`src/core/scfg_pkg.sv`:
```
package scfg_pkg;

   // ----------------------------------------------------------------
   // Configuration indices and values after reset.
   // ----------------------------------------------------------------
   localparam logic [7:0] IDX_DEC_LOWER = 8'h08;  // Lower decode address.
   localparam logic [7:0] IDX_DEC_UPPER = 8'h09;  // Upper decode address and mode.
   localparam logic [7:0] IDX_ECP_IR    = 8'h0a;  // ECP threshold and IR routing.
   localparam logic [7:0] IDX_RATE      = 8'h0b;  // Drive rate table selection.
   localparam logic [7:0] IDX_UART      = 8'h0c;  // UART mode control.
   localparam logic [7:0] RST_DEC_LOWER = 8'h00;
   localparam logic [7:0] RST_DEC_UPPER = 8'h00;
   localparam logic [7:0] RST_ECP_IR    = 8'h00;
   localparam logic [7:0] RST_RATE      = 8'h00;
   localparam logic [7:0] RST_UART      = 8'h02;
   localparam logic [7:0] RST_INDEX     = 8'h00;  // Index register after reset.

   // ----------------------------------------------------------------
   // Writable bit masks; cleared bits are reserved and read as zero.
   // ----------------------------------------------------------------
   localparam logic [7:0] MASK_DEC_LOWER = 8'hf0;
   localparam logic [7:0] MASK_DEC_UPPER = 8'hcf;
   localparam logic [7:0] MASK_ECP_IR    = 8'hcf;
   localparam logic [7:0] MASK_RATE      = 8'hff;
   localparam logic [7:0] MASK_UART      = 8'hff;

   // ----------------------------------------------------------------
   // Encodings of the mode fields.
   // ----------------------------------------------------------------
   localparam logic [1:0] DEC_MODE_OFF     = 2'h0;  // Decoder disabled.
   localparam logic [1:0] DEC_MODE_BYTE    = 2'h1;  // Single byte, low nibble zero.
   localparam logic [1:0] DEC_MODE_BLOCK8  = 2'h2;  // Eight bytes, bit 3 zero.
   localparam logic [1:0] DEC_MODE_BLOCK16 = 2'h3;  // Sixteen bytes.
   localparam logic [3:0] DEC_TOP_ZERO     = 4'h0;  // Address bits 15:12.
   localparam logic [3:0] DEC_LOW_ZERO     = 4'h0;  // Address bits 3:0 in byte mode.
   localparam logic [1:0] IR_ROUTE_PRIMARY   = 2'h0;
   localparam logic [1:0] IR_ROUTE_SECONDARY = 2'h1;
   localparam logic [1:0] IR_ROUTE_RESERVED  = 2'h2;
   localparam logic [1:0] IR_ROUTE_OFF       = 2'h3;
   localparam logic [2:0] UART2_MODE_STANDARD = 3'h0;
   localparam logic [2:0] UART2_MODE_PULSE_IR = 3'h1;
   localparam logic [2:0] UART2_MODE_ASK_IR   = 3'h2;

   // ----------------------------------------------------------------
   // Carriers; packed so that bit 7 of each register comes first.
   // ----------------------------------------------------------------
   typedef struct packed {
      logic       cfgMode;  // Configuration state is active.
      logic       idxWr;    // Write to the index port.
      logic       dataWr;   // Write to the data port.
      logic       dataRd;   // Read from the data port.
      logic [7:0] wdata;    // Write data.
   } scfg_host_req_t;

   typedef struct packed {
      logic       rdValid;  // Read data is valid this cycle.
      logic [7:0] rdata;    // Read data.
   } scfg_host_rsp_t;

   typedef struct packed {
      logic [1:0] mode;     // Decoder mode.
      logic [1:0] rsvd;     // Always zero.
      logic [3:0] addrHi;   // Decode address bits 11:8.
   } scfg_dec_upper_t;

   typedef struct packed {
      logic [1:0] irRoute;  // IR output routing.
      logic [1:0] rsvd;     // Always zero.
      logic [3:0] ecpThreshold;
   } scfg_ecp_ir_t;

   typedef struct packed {
      logic       uart2HighSpeed;
      logic       uart1HighSpeed;
      logic [2:0] uart2Mode;
      logic       uart2HalfDuplex;
      logic       uart2TxInvert;
      logic       uart2RxInvert;
   } scfg_uart_mode_t;

endpackage

```
`src/core/scfg_addr_decode.sv`:
```
`timescale 1ns/1ps
// ------------------------------------------------------------------
// General address decoder match, purely combinational.
// ------------------------------------------------------------------
module scfg_addr_decode #(
   parameter int ADDR_W = 16
) (
   // Host address.
   input  wire logic [ADDR_W-1:0] hostAddr,
   input  wire logic              hostAddrValid,
   // Programmed decode.
   input  wire logic [1:0]        decMode,
   input  wire logic [7:0]        decAddr,
   // Result.
   output logic                   hit
);

   // The bit split below assumes a sixteen-bit I/O address.
   if (ADDR_W != 16) begin : g_check
      $error("scfg_addr_decode serves a 16-bit address only");
   end

   logic upperOk;  // Bits 15:12 zero and 11:4 equal the programmed value.
   logic lowOk;    // Low nibble qualifies for the selected block size.

   // Match the upper bits and pick the low-nibble test by mode.
   always_comb begin
      upperOk = (hostAddr[15:12] == scfg_pkg::DEC_TOP_ZERO) &&
                (hostAddr[11:4] == decAddr);
      unique case (decMode)
         scfg_pkg::DEC_MODE_OFF:    lowOk = 1'b0;
         scfg_pkg::DEC_MODE_BYTE:   lowOk = (hostAddr[3:0] == scfg_pkg::DEC_LOW_ZERO);
         scfg_pkg::DEC_MODE_BLOCK8: lowOk = ~hostAddr[3];
         scfg_pkg::DEC_MODE_BLOCK16: lowOk = 1'b1;  // Sixteen-byte block.
      endcase
      hit = hostAddrValid && upperOk && lowOk;
   end

endmodule

```
`src/core/scfg_regs.sv`:
```
`timescale 1ns/1ps
// ------------------------------------------------------------------
// Configuration registers for the address decoder, ECP threshold,
// IR routing, drive rate tables and UART modes.
// ------------------------------------------------------------------
module scfg_regs (
   // Clock and reset.
   input  wire logic                   sys_clk,
   input  wire logic                   rstn,
   // Configuration port accesses from the index logic.
   input  wire scfg_pkg::scfg_host_req_t cfgReq,
   output scfg_pkg::scfg_host_rsp_t    cfgRsp,
   // Host address for the general decoder.
   input  wire logic [15:0]            hostAddr,
   input  wire logic                   hostAddrValid,
   output logic                        generalDecodeSelectN,
   // Parallel port threshold.
   output logic [3:0]                  ecpThreshold,
   // IR routing between the active device and the pins.
   input  wire logic                   irTxData,
   output logic                        irRxData,
   input  wire logic                   irPrimaryRx,
   input  wire logic                   irSecondaryRx,
   output logic                        irPrimaryTx,
   output logic                        irPrimaryTxOe,
   output logic                        irSecondaryTx,
   output logic                        irSecondaryTxOe,
   output logic [1:0]                  irRoute,
   // Floppy drive rate table selectors, two bits per drive.
   output logic [7:0]                  rateTableSel,
   // UART operating modes.
   output logic                        uart2RxInvert,
   output logic                        uart2TxInvert,
   output logic                        uart2HalfDuplex,
   output logic [2:0]                  uart2Mode,
   output logic                        uart1HighSpeed,
   output logic                        uart2HighSpeed
);

   // ---------------------------------------------------------------
   // State of the block.
   // ---------------------------------------------------------------
   typedef struct packed {
      logic [7:0]                 cfgIndex;    // Loaded configuration index.
      logic [7:0]                 decLower;    // Lower decode address register.
      scfg_pkg::scfg_dec_upper_t  decUpper;    // Upper decode and mode register.
      scfg_pkg::scfg_ecp_ir_t     ecpIr;       // Threshold and routing register.
      logic [7:0]                 rateSel;     // Drive rate table register.
      scfg_pkg::scfg_uart_mode_t  uartMode;    // UART mode register.
      scfg_pkg::scfg_host_rsp_t   rsp;         // Registered read answer.
      logic                       decSelN;     // Registered decode select.
      logic [2:0]                 rxSyncPri;   // Primary receive synchroniser.
      logic [2:0]                 rxSyncSec;   // Secondary receive synchroniser.
      logic                       rxStablePri; // Accepted primary receive level.
      logic                       rxStableSec; // Accepted secondary receive level.
      logic                       rxOut;       // Receive level to the device.
      logic                       priTx;       // Primary transmit pin value.
      logic                       priTxOe;     // Primary transmit pin enable.
      logic                       secTx;       // Secondary transmit pin value.
      logic                       secTxOe;     // Secondary transmit pin enable.
   } scfg_state_t;

   scfg_state_t st_r;   // Current state.
   scfg_state_t st_nxt; // Next state.
   logic        decHit; // Combinational decoder match.

   // ---------------------------------------------------------------
   // Address decoder.
   // ---------------------------------------------------------------

   // The match is registered below, so the select lags the address
   // by one clock; this keeps the output glitch free.
   scfg_addr_decode #(
      .ADDR_W        (16)
   ) u_decode (
      .hostAddr      (hostAddr),
      .hostAddrValid (hostAddrValid),
      .decMode       (st_r.decUpper.mode),
      .decAddr       ({st_r.decUpper.addrHi, st_r.decLower[7:4]}),
      .hit           (decHit)
   );

   // ---------------------------------------------------------------
   // Next-state logic.
   // ---------------------------------------------------------------

   // Register accesses, pin synchronisers and IR routing.
   always_comb begin
      st_nxt = st_r;

      // Index and data port accesses only count in configuration state.
      // An index write in the same cycle as a data access wins, and the
      // data access is dropped, since its target would be ambiguous.
      st_nxt.rsp.rdValid = 1'b0;
      if (cfgReq.cfgMode) begin
         if (cfgReq.idxWr) begin
            st_nxt.cfgIndex = cfgReq.wdata;
         end else if (cfgReq.dataWr) begin
            // Writes are masked so reserved bits stay at zero.
            unique case (st_r.cfgIndex)
               scfg_pkg::IDX_DEC_LOWER: begin
                  st_nxt.decLower = cfgReq.wdata & scfg_pkg::MASK_DEC_LOWER;
               end
               scfg_pkg::IDX_DEC_UPPER: begin
                  st_nxt.decUpper = cfgReq.wdata & scfg_pkg::MASK_DEC_UPPER;
               end
               scfg_pkg::IDX_ECP_IR: begin
                  st_nxt.ecpIr = cfgReq.wdata & scfg_pkg::MASK_ECP_IR;
               end
               scfg_pkg::IDX_RATE: begin
                  st_nxt.rateSel = cfgReq.wdata & scfg_pkg::MASK_RATE;
               end
               scfg_pkg::IDX_UART: begin
                  st_nxt.uartMode = cfgReq.wdata & scfg_pkg::MASK_UART;
               end
               default: begin
                  // Other indices belong to neighbouring registers.
               end
            endcase
         end else if (cfgReq.dataRd) begin
            // Every read gets an answer; unknown indices read as zero.
            st_nxt.rsp.rdValid = 1'b1;
            unique case (st_r.cfgIndex)
               scfg_pkg::IDX_DEC_LOWER: st_nxt.rsp.rdata = st_r.decLower;
               scfg_pkg::IDX_DEC_UPPER: st_nxt.rsp.rdata = st_r.decUpper;
               scfg_pkg::IDX_ECP_IR:    st_nxt.rsp.rdata = st_r.ecpIr;
               scfg_pkg::IDX_RATE:      st_nxt.rsp.rdata = st_r.rateSel;
               scfg_pkg::IDX_UART:      st_nxt.rsp.rdata = st_r.uartMode;
               default:                 st_nxt.rsp.rdata = 8'h00;
            endcase
         end
      end

      // Decode select is active low and follows the registered match.
      st_nxt.decSelN = ~decHit;

      // Receive pins come from outside the clock domain. The first
      // stage feeds only the second; a level is accepted once the
      // second and third stages agree, which rejects a single-cycle
      // metastable flicker at the cost of one more cycle of delay.
      st_nxt.rxSyncPri = {st_r.rxSyncPri[1:0], irPrimaryRx};
      st_nxt.rxSyncSec = {st_r.rxSyncSec[1:0], irSecondaryRx};
      if (st_r.rxSyncPri[2] == st_r.rxSyncPri[1]) begin
         st_nxt.rxStablePri = st_r.rxSyncPri[2];
      end
      if (st_r.rxSyncSec[2] == st_r.rxSyncSec[1]) begin
         st_nxt.rxStableSec = st_r.rxSyncSec[2];
      end

      // Route the active IR device to one pin pair. The reserved code
      // is treated like the off code so no pin is driven by surprise.
      unique case (st_r.ecpIr.irRoute)
         scfg_pkg::IR_ROUTE_PRIMARY: begin
            st_nxt.priTx   = irTxData;
            st_nxt.priTxOe = 1'b1;
            st_nxt.secTx   = 1'b0;
            st_nxt.secTxOe = 1'b0;
            st_nxt.rxOut   = st_r.rxStablePri;
         end
         scfg_pkg::IR_ROUTE_SECONDARY: begin
            st_nxt.priTx   = 1'b0;
            st_nxt.priTxOe = 1'b0;
            st_nxt.secTx   = irTxData;
            st_nxt.secTxOe = 1'b1;
            st_nxt.rxOut   = st_r.rxStableSec;
         end
         scfg_pkg::IR_ROUTE_RESERVED: begin
            st_nxt.priTx   = 1'b0;
            st_nxt.priTxOe = 1'b0;
            st_nxt.secTx   = 1'b0;
            st_nxt.secTxOe = 1'b0;
            st_nxt.rxOut   = 1'b0;
         end
         scfg_pkg::IR_ROUTE_OFF: begin
            // Both transmit outputs released to high impedance.
            st_nxt.priTx   = 1'b0;
            st_nxt.priTxOe = 1'b0;
            st_nxt.secTx   = 1'b0;
            st_nxt.secTxOe = 1'b0;
            st_nxt.rxOut   = 1'b0;
         end
      endcase
   end

   // ---------------------------------------------------------------
   // State register.
   // ---------------------------------------------------------------

   // Reset loads only constants; power-on and hardware reset both
   // arrive on rstn and return every register to its default.
   always_ff @(posedge sys_clk or negedge rstn) begin
      if (!rstn) begin
         st_r.cfgIndex    <= scfg_pkg::RST_INDEX;
         st_r.decLower    <= scfg_pkg::RST_DEC_LOWER;
         st_r.decUpper    <= scfg_pkg::RST_DEC_UPPER;
         st_r.ecpIr       <= scfg_pkg::RST_ECP_IR;
         st_r.rateSel     <= scfg_pkg::RST_RATE;
         st_r.uartMode    <= scfg_pkg::RST_UART;
         st_r.rsp         <= '0;
         st_r.decSelN     <= 1'b1;
         st_r.rxSyncPri   <= 3'h0;
         st_r.rxSyncSec   <= 3'h0;
         st_r.rxStablePri <= 1'b0;
         st_r.rxStableSec <= 1'b0;
         st_r.rxOut       <= 1'b0;
         st_r.priTx       <= 1'b0;
         st_r.priTxOe     <= 1'b0;
         st_r.secTx       <= 1'b0;
         st_r.secTxOe     <= 1'b0;
      end else begin
         st_r <= st_nxt;
      end
   end

   // ---------------------------------------------------------------
   // Outputs, each straight from the state register.
   // ---------------------------------------------------------------
   assign cfgRsp               = st_r.rsp;
   assign generalDecodeSelectN = st_r.decSelN;
   assign ecpThreshold         = st_r.ecpIr.ecpThreshold;
   assign irRoute              = st_r.ecpIr.irRoute;
   assign irRxData             = st_r.rxOut;
   assign irPrimaryTx          = st_r.priTx;
   assign irPrimaryTxOe        = st_r.priTxOe;
   assign irSecondaryTx        = st_r.secTx;
   assign irSecondaryTxOe      = st_r.secTxOe;
   assign rateTableSel         = st_r.rateSel;
   // The UART only reads these levels; polarity and mode act there.
   assign uart2RxInvert        = st_r.uartMode.uart2RxInvert;
   assign uart2TxInvert        = st_r.uartMode.uart2TxInvert;
   assign uart2HalfDuplex      = st_r.uartMode.uart2HalfDuplex;
   assign uart2Mode            = st_r.uartMode.uart2Mode;
   assign uart1HighSpeed       = st_r.uartMode.uart1HighSpeed;
   assign uart2HighSpeed       = st_r.uartMode.uart2HighSpeed;

endmodule

```
`config.mk`:
```
export PLATFORM = sky130hd
export DESIGN_NAME = scfg_regs
export DESIGN_NICKNAME = d
export VERILOG_FILES = /design/src/core/scfg_pkg.sv /design/src/core/scfg_addr_decode.sv /design/src/core/scfg_regs.sv
export SDC_FILE = /design/constraint.sdc
export NUM_CORES = 1
export LEC_CHECK = 0
export CORE_ASPECT_RATIO = 0.9
export CORE_MARGIN = 1
export CORE_UTILIZATION = 25
export DETAILED_ROUTE_END_ITERATION = 7
export DONT_BUFFER_PORTS = 1
export PLACE_DENSITY = 0.46
export SYNTH_ARGS = -nofsm -noshare
export SYNTH_HDL_FRONTEND = slang
export SYNTH_SLANG_ARGS = --single-unit
```
`constraint.sdc`:
```
create_clock -name sys_clk -period 5.45 [get_ports sys_clk]
set_input_delay 0.2725 -clock sys_clk [delete_from_list [all_inputs] [get_ports sys_clk]]
set_output_delay 0.2725 -clock sys_clk [all_outputs]
set_load 0.02 [all_outputs]
```
; ---- Word level (Yosys, flattened, before mapping)
; Cells that the tools add are included.
[totals]
ff_bits = 63
inputBits = 34
out_inout_bits = 37
elab_cells = 65
[op_classes]
n_eq_ne = 14
mux = 7
bitwise = 4
reduce_logical = 15
[ops]
columns = operator, count
row1 = $eq A8 B4 Y1 const B, 5
row2 = $pmux W8 S5, 1
row3 = $mux W9, 4
row4 = $reduce_and A4 Y1, 6
row5 = $pmux W5 S3, 1
row6 = $eq A2 B2 Y1 const B, 4
row7 = $eq A8 B8 Y1, 1
row8 = $logic_not A4 Y1, 2
row9 = $eq A2 B1 Y1 const B, 2
row10 = $logic_not A2 Y1, 2
row11 = $not A1 Y1, 4
row12 = $pmux W1 S4, 1
row13 = $logic_and A1 B1 Y1, 3
row14 = $eq A1 B1 Y1, 2
row15 = $reduce_and A2 Y1, 1
row16 = $reduce_or A2 Y1, 1

; ---- Logic depth before layout (Yosys ltp)
[depth]
depth_word = 6
mapped_depth = 6
mapped_depth_nobuf = 5

; ---- Modules after synthesis
; From an unflattened synthesis, not the netlist that was laid out.
[hier_totals]
hier_cells = 216
area_unflattened_um2 = 2911.5
[by_module_without_submodules]
columns = mod, instances, cells_each, area_each_um2, seq_area_each_um2
row1 = scfg_regs, 1, 200, 2781.4, 1579.0
row2 = scfg_addr_decode, 1, 16, 130.1, 0.0

; ---- Worst setup path after synthesis
; OpenSTA, ideal clock, no wires.
[synth_path]
kind = reg2reg
from = register st_r[68] (netlist name)
to = register st_r[47] (netlist name)
arrival_ns = 2.043
t_required_ns = 5.325
slack_ns = 3.282
stages_incl_launch_ff = 5
path_buffers = 0
period_less_slack_ns = 2.168
path_cell_list = dfrtp_1 -> or4_4 -> or3_4 -> nor4b_4 -> mux2_2
[synth_via]
elab_chain_cells = 2
[synth_lines]
columns = element, line
row1 = from (decl), scfg_regs.sv:63  ; scfg_state_t st_r;
row2 = from (signal assigned), scfg_regs.sv:211  ; st_r <= st_nxt;
row3 = $eq A8 B4 Y1, scfg_regs.sv:100  ; unique case (st_r.cfgIndex)
row4 = $reduce_and A4 Y1 (no source line), --
; No other way between the ends.
; A chain may end at the register's enable or synchronous reset.

; ---- Final worst setup path
[layout_path]
from = register st_r[68] (netlist name)
to = register st_r, in the netlist ecpThreshold[3]
; Same word-level chain as after synthesis.

==> impl_metrics.yaml <==
logic_synthesis:
  synth_top_area_share: 0.527
  syn_inst: 213
  ys_ff_latch: 63
  synth_warnings: 0
  yosysMostFrequentCell: "dfrtp_1"
  synthesis.nets: 247
  ys_types: 38
  synth.cell_area_um2: 2900
  synth_area_leaders: "dfrtp_1, mux2_2, buf_4, a22oi_1, dfstp_2"
  synth-seq-area-share: 0.545
  netlist_top_cells_count: "dfrtp_1, mux2_2, buf_4, a22oi_1"
  synth_largest_area_cell: "dfrtp_1"
  dominantRegCellSynth: "dfrtp_1"
  synth_edf_count: 0
  syn_area_per_cell_um2: 13.6
  async_flop_share: 1.00
worst_hold_path:
  worstHoldStart: "cfgReq[1]"
  hold_class: "in2reg"
  hold-path-cell-count: 1
  whs_endpoint: "ecpThreshold[1]$_DFFE_PN0P_"
die:
  die_x_um: 115
  dieArea_um2: 12000
  boundaryPins: 71
  die_h_um: 104
  initial_utilization: 0.263
  core-area_um2: 11000
  row_count: 36
critical_path:
  regToRegStartpoint: "st_r[68]$_DFFE_PN0P_"
  cp_max_fo: 6
  cp.required_ns: 5.66
  path_class: "reg2reg"
  crit_arrival_ns: 2.68
  reg2reg_to: "ecpThreshold[3]$_DFFE_PN0P_"
  ff2ff_path_depth: 4
  critPathLaunchType: "flop"
  rrSetupSlack_ns: 2.97
  crit_path_end_kind: "flop"
clock_network:
  clk_pin_slew_ns: 0.06
  cts_tree: "built"
  post-cts-setup-buffers: 0
  cts_root_buffer: "clkbuf_16"
  holdBufCountCts: 4
  insertion_delay_ns: 0.32
  clockBufferDepth: 2
  cts_resized: 0
  cts-htree-levels: 3
  cts.sinks: 63
  numCtsBuffers: 9
timing:
  tightestPinTransition_ns: 0.704
  slew_headroom: 0.530
  finalCritPeriodShare: 0.455
  finalMaxSlewViolations: 0
  setup_viol: 0
  rsz0062_at_grt: "no"
  fin_worst_skew_ns: 0.00648
  hold_violations: 0
  tns_ns: 0
  post-route-min-period_ns: 2.48
  fmax_mhz: 403
run:
  cap_viol_max_count: 0
routing:
  drtAntennaViolNets: 0
  routed.top_layer: "met4"
  met1_length_um: 3070
  wl_per_cell_um: 19.3
  drc: 0
  dr.pass1.iters: 4
  drt_iter0_drc: 101
  routed_wl_um: 6800
  wl_met2_um: 2720
  wl_met3_um: 818
  vias_per_cell: 4.68
  num_vias: 1649
placement:
  io_buffers: 0
  post_dp_cell_area_um2: 2850
  dp_hpwl_um: 4870
  gp_congestion: 0.750
grt:
  grt_pass1_wl_um: 10800
  grt_pass1_vias: 1739
  antenna_found_initial: 0
  grt_max_degree: 64
  grt_use_total: 0.124
  overflow: 0
final_layout:
  layout-drive-gt1-share: 0.350
  finalCoreUtilization: 0.293
  fin_nets: 229
  fin_area_um2: 3240
  diodes: 0
  fillers: 1129
  area_growth_syn_to_layout_pct: 11.7
power:
  powerDensity_nw_per_um2: 379
  peakVddDrop_uv: 170
  leakage_nw: 1.43
outcome:
  status: "complete, no violations"
[per-stage QoR]
step / setup slack (ns) / hold slack [ns] / std cells / power (mW)
floorplan: 3.28 / -0.0231 / 213 / 0.594
global placement: 3.04 / -0.0209 / 332 / 0.596
detailed placement: 3.02 / -0.0208 / 332 / 0.598
CTS: 3.01 / 0.0849 / 352 / 1.25
global route: 2.85 / 0.0768 / 352 / 1.29
finish: 2.97 / 0.0978 / 352 / 1.23
[placed cells by master, fill, tap and decap left out, types with 2 or more instances in the layout]
cell            n
dlygate4sd3_1   3
inv_1           3
nand3_1         2
a21oi_1         3
mux4_2          2
nand2_1         3
maj3_1          2
nor3_1          5
and3_1          2
dfrtp_1        61
nor4_1          3
mux2_2         44
clkbuf_16       9
xnor2_1         5
dfstp_2         2
nand4_1         2
a22oi_1         7
a22o_1          2
nor2_1          2
nor3b_1         2
and3b_1         2
a221o_1         3
o21ai_0         5
xor2_1          3
nor2b_1         2
clkinvlp_4      2
bufinv_16       2
nor4b_1         2
[where the power goes]
part	switching [mW]	internal, mW	total (mW)
logic	0.0274	0.0355	0.0630
clock network	0.210	0.415	0.625
registers	0.0467	0.493	0.540
total	0.284	0.943	1.23
[registers in the layout, indices dropped and copies added (netlist names)]
name,flops
rateTableSel,8
irRoute,2
cfgRsp,9
uart2HalfDuplex,1
irSecondaryTxOe,1
st_nxt,4
uart1HighSpeed,1
uart2RxInvert,1
generalDecodeSelectN,1
irRxData,1
uart2Mode,3
irSecondaryTx,1
uart2TxInvert,1
uart2HighSpeed,1
st_r,22
irPrimaryTxOe,1
irPrimaryTx,1
ecpThreshold,4
[metal layers]
layer,vias up,track usage
li1,724,-
met1,840,0.165
met2,71,0.166
met3,14,0.0542
met4,0,0.0668
met5,-,0
[worst max path at each step]
stage | startpoint | endpoint | cells past startpoint
after floorplan | st_r[68]$_DFFE_PN0P_ | st_r[47]$_DFFE_PN0P_ | 4
after global placement | st_r[68]$_DFFE_PN0P_ | ecpThreshold[1]$_DFFE_PN0P_ | 4
after detailed placement | st_r[68]$_DFFE_PN0P_ | ecpThreshold[1]$_DFFE_PN0P_ | 4
after CTS | st_r[68]$_DFFE_PN0P_ | irRoute[0]$_DFFE_PN0P_ | 4
after global routing | st_r[68]$_DFFE_PN0P_ | ecpThreshold[3]$_DFFE_PN0P_ | 4
final | st_r[68]$_DFFE_PN0P_ | ecpThreshold[3]$_DFFE_PN0P_ | 4
[critical path, stage by stage, from the launching register on]
cell	delay (ns)
dfrtp_1	0.39
or4_4	0.55
nor3_1	0.48
nand4b_1	0.51
mux2_2	0.44
[kinds of logic after synthesis]
group                      synth area share
adders and majority gates           0.00691
DFF                                   0.545
and+or+nand+nor                      0.0954
muxes                                 0.190
AOI/OAI and AO/OA                    0.0514
buffers and inverters                0.0872
xor gates and xnor gates             0.0242
[area by class of cell]
| type | instances | area (µm²) | share of cell area |
|---|---|---|---|
| clock buffer | 10 | 239 | 0.0739 |
| multi-input combinational | 114 | 1070 | 0.329 |
| sequential | 63 | 1580 | 0.488 |
| inverter | 3 | 11.3 | 0.00348 |
| clock inverter | 6 | 92.6 | 0.0286 |
| tap | 152 | 190 | 0.0588 |
| timing repair buffer | 4 | 57.6 | 0.0178 |
No activity file was read; power rests on OpenSTA's default activity.
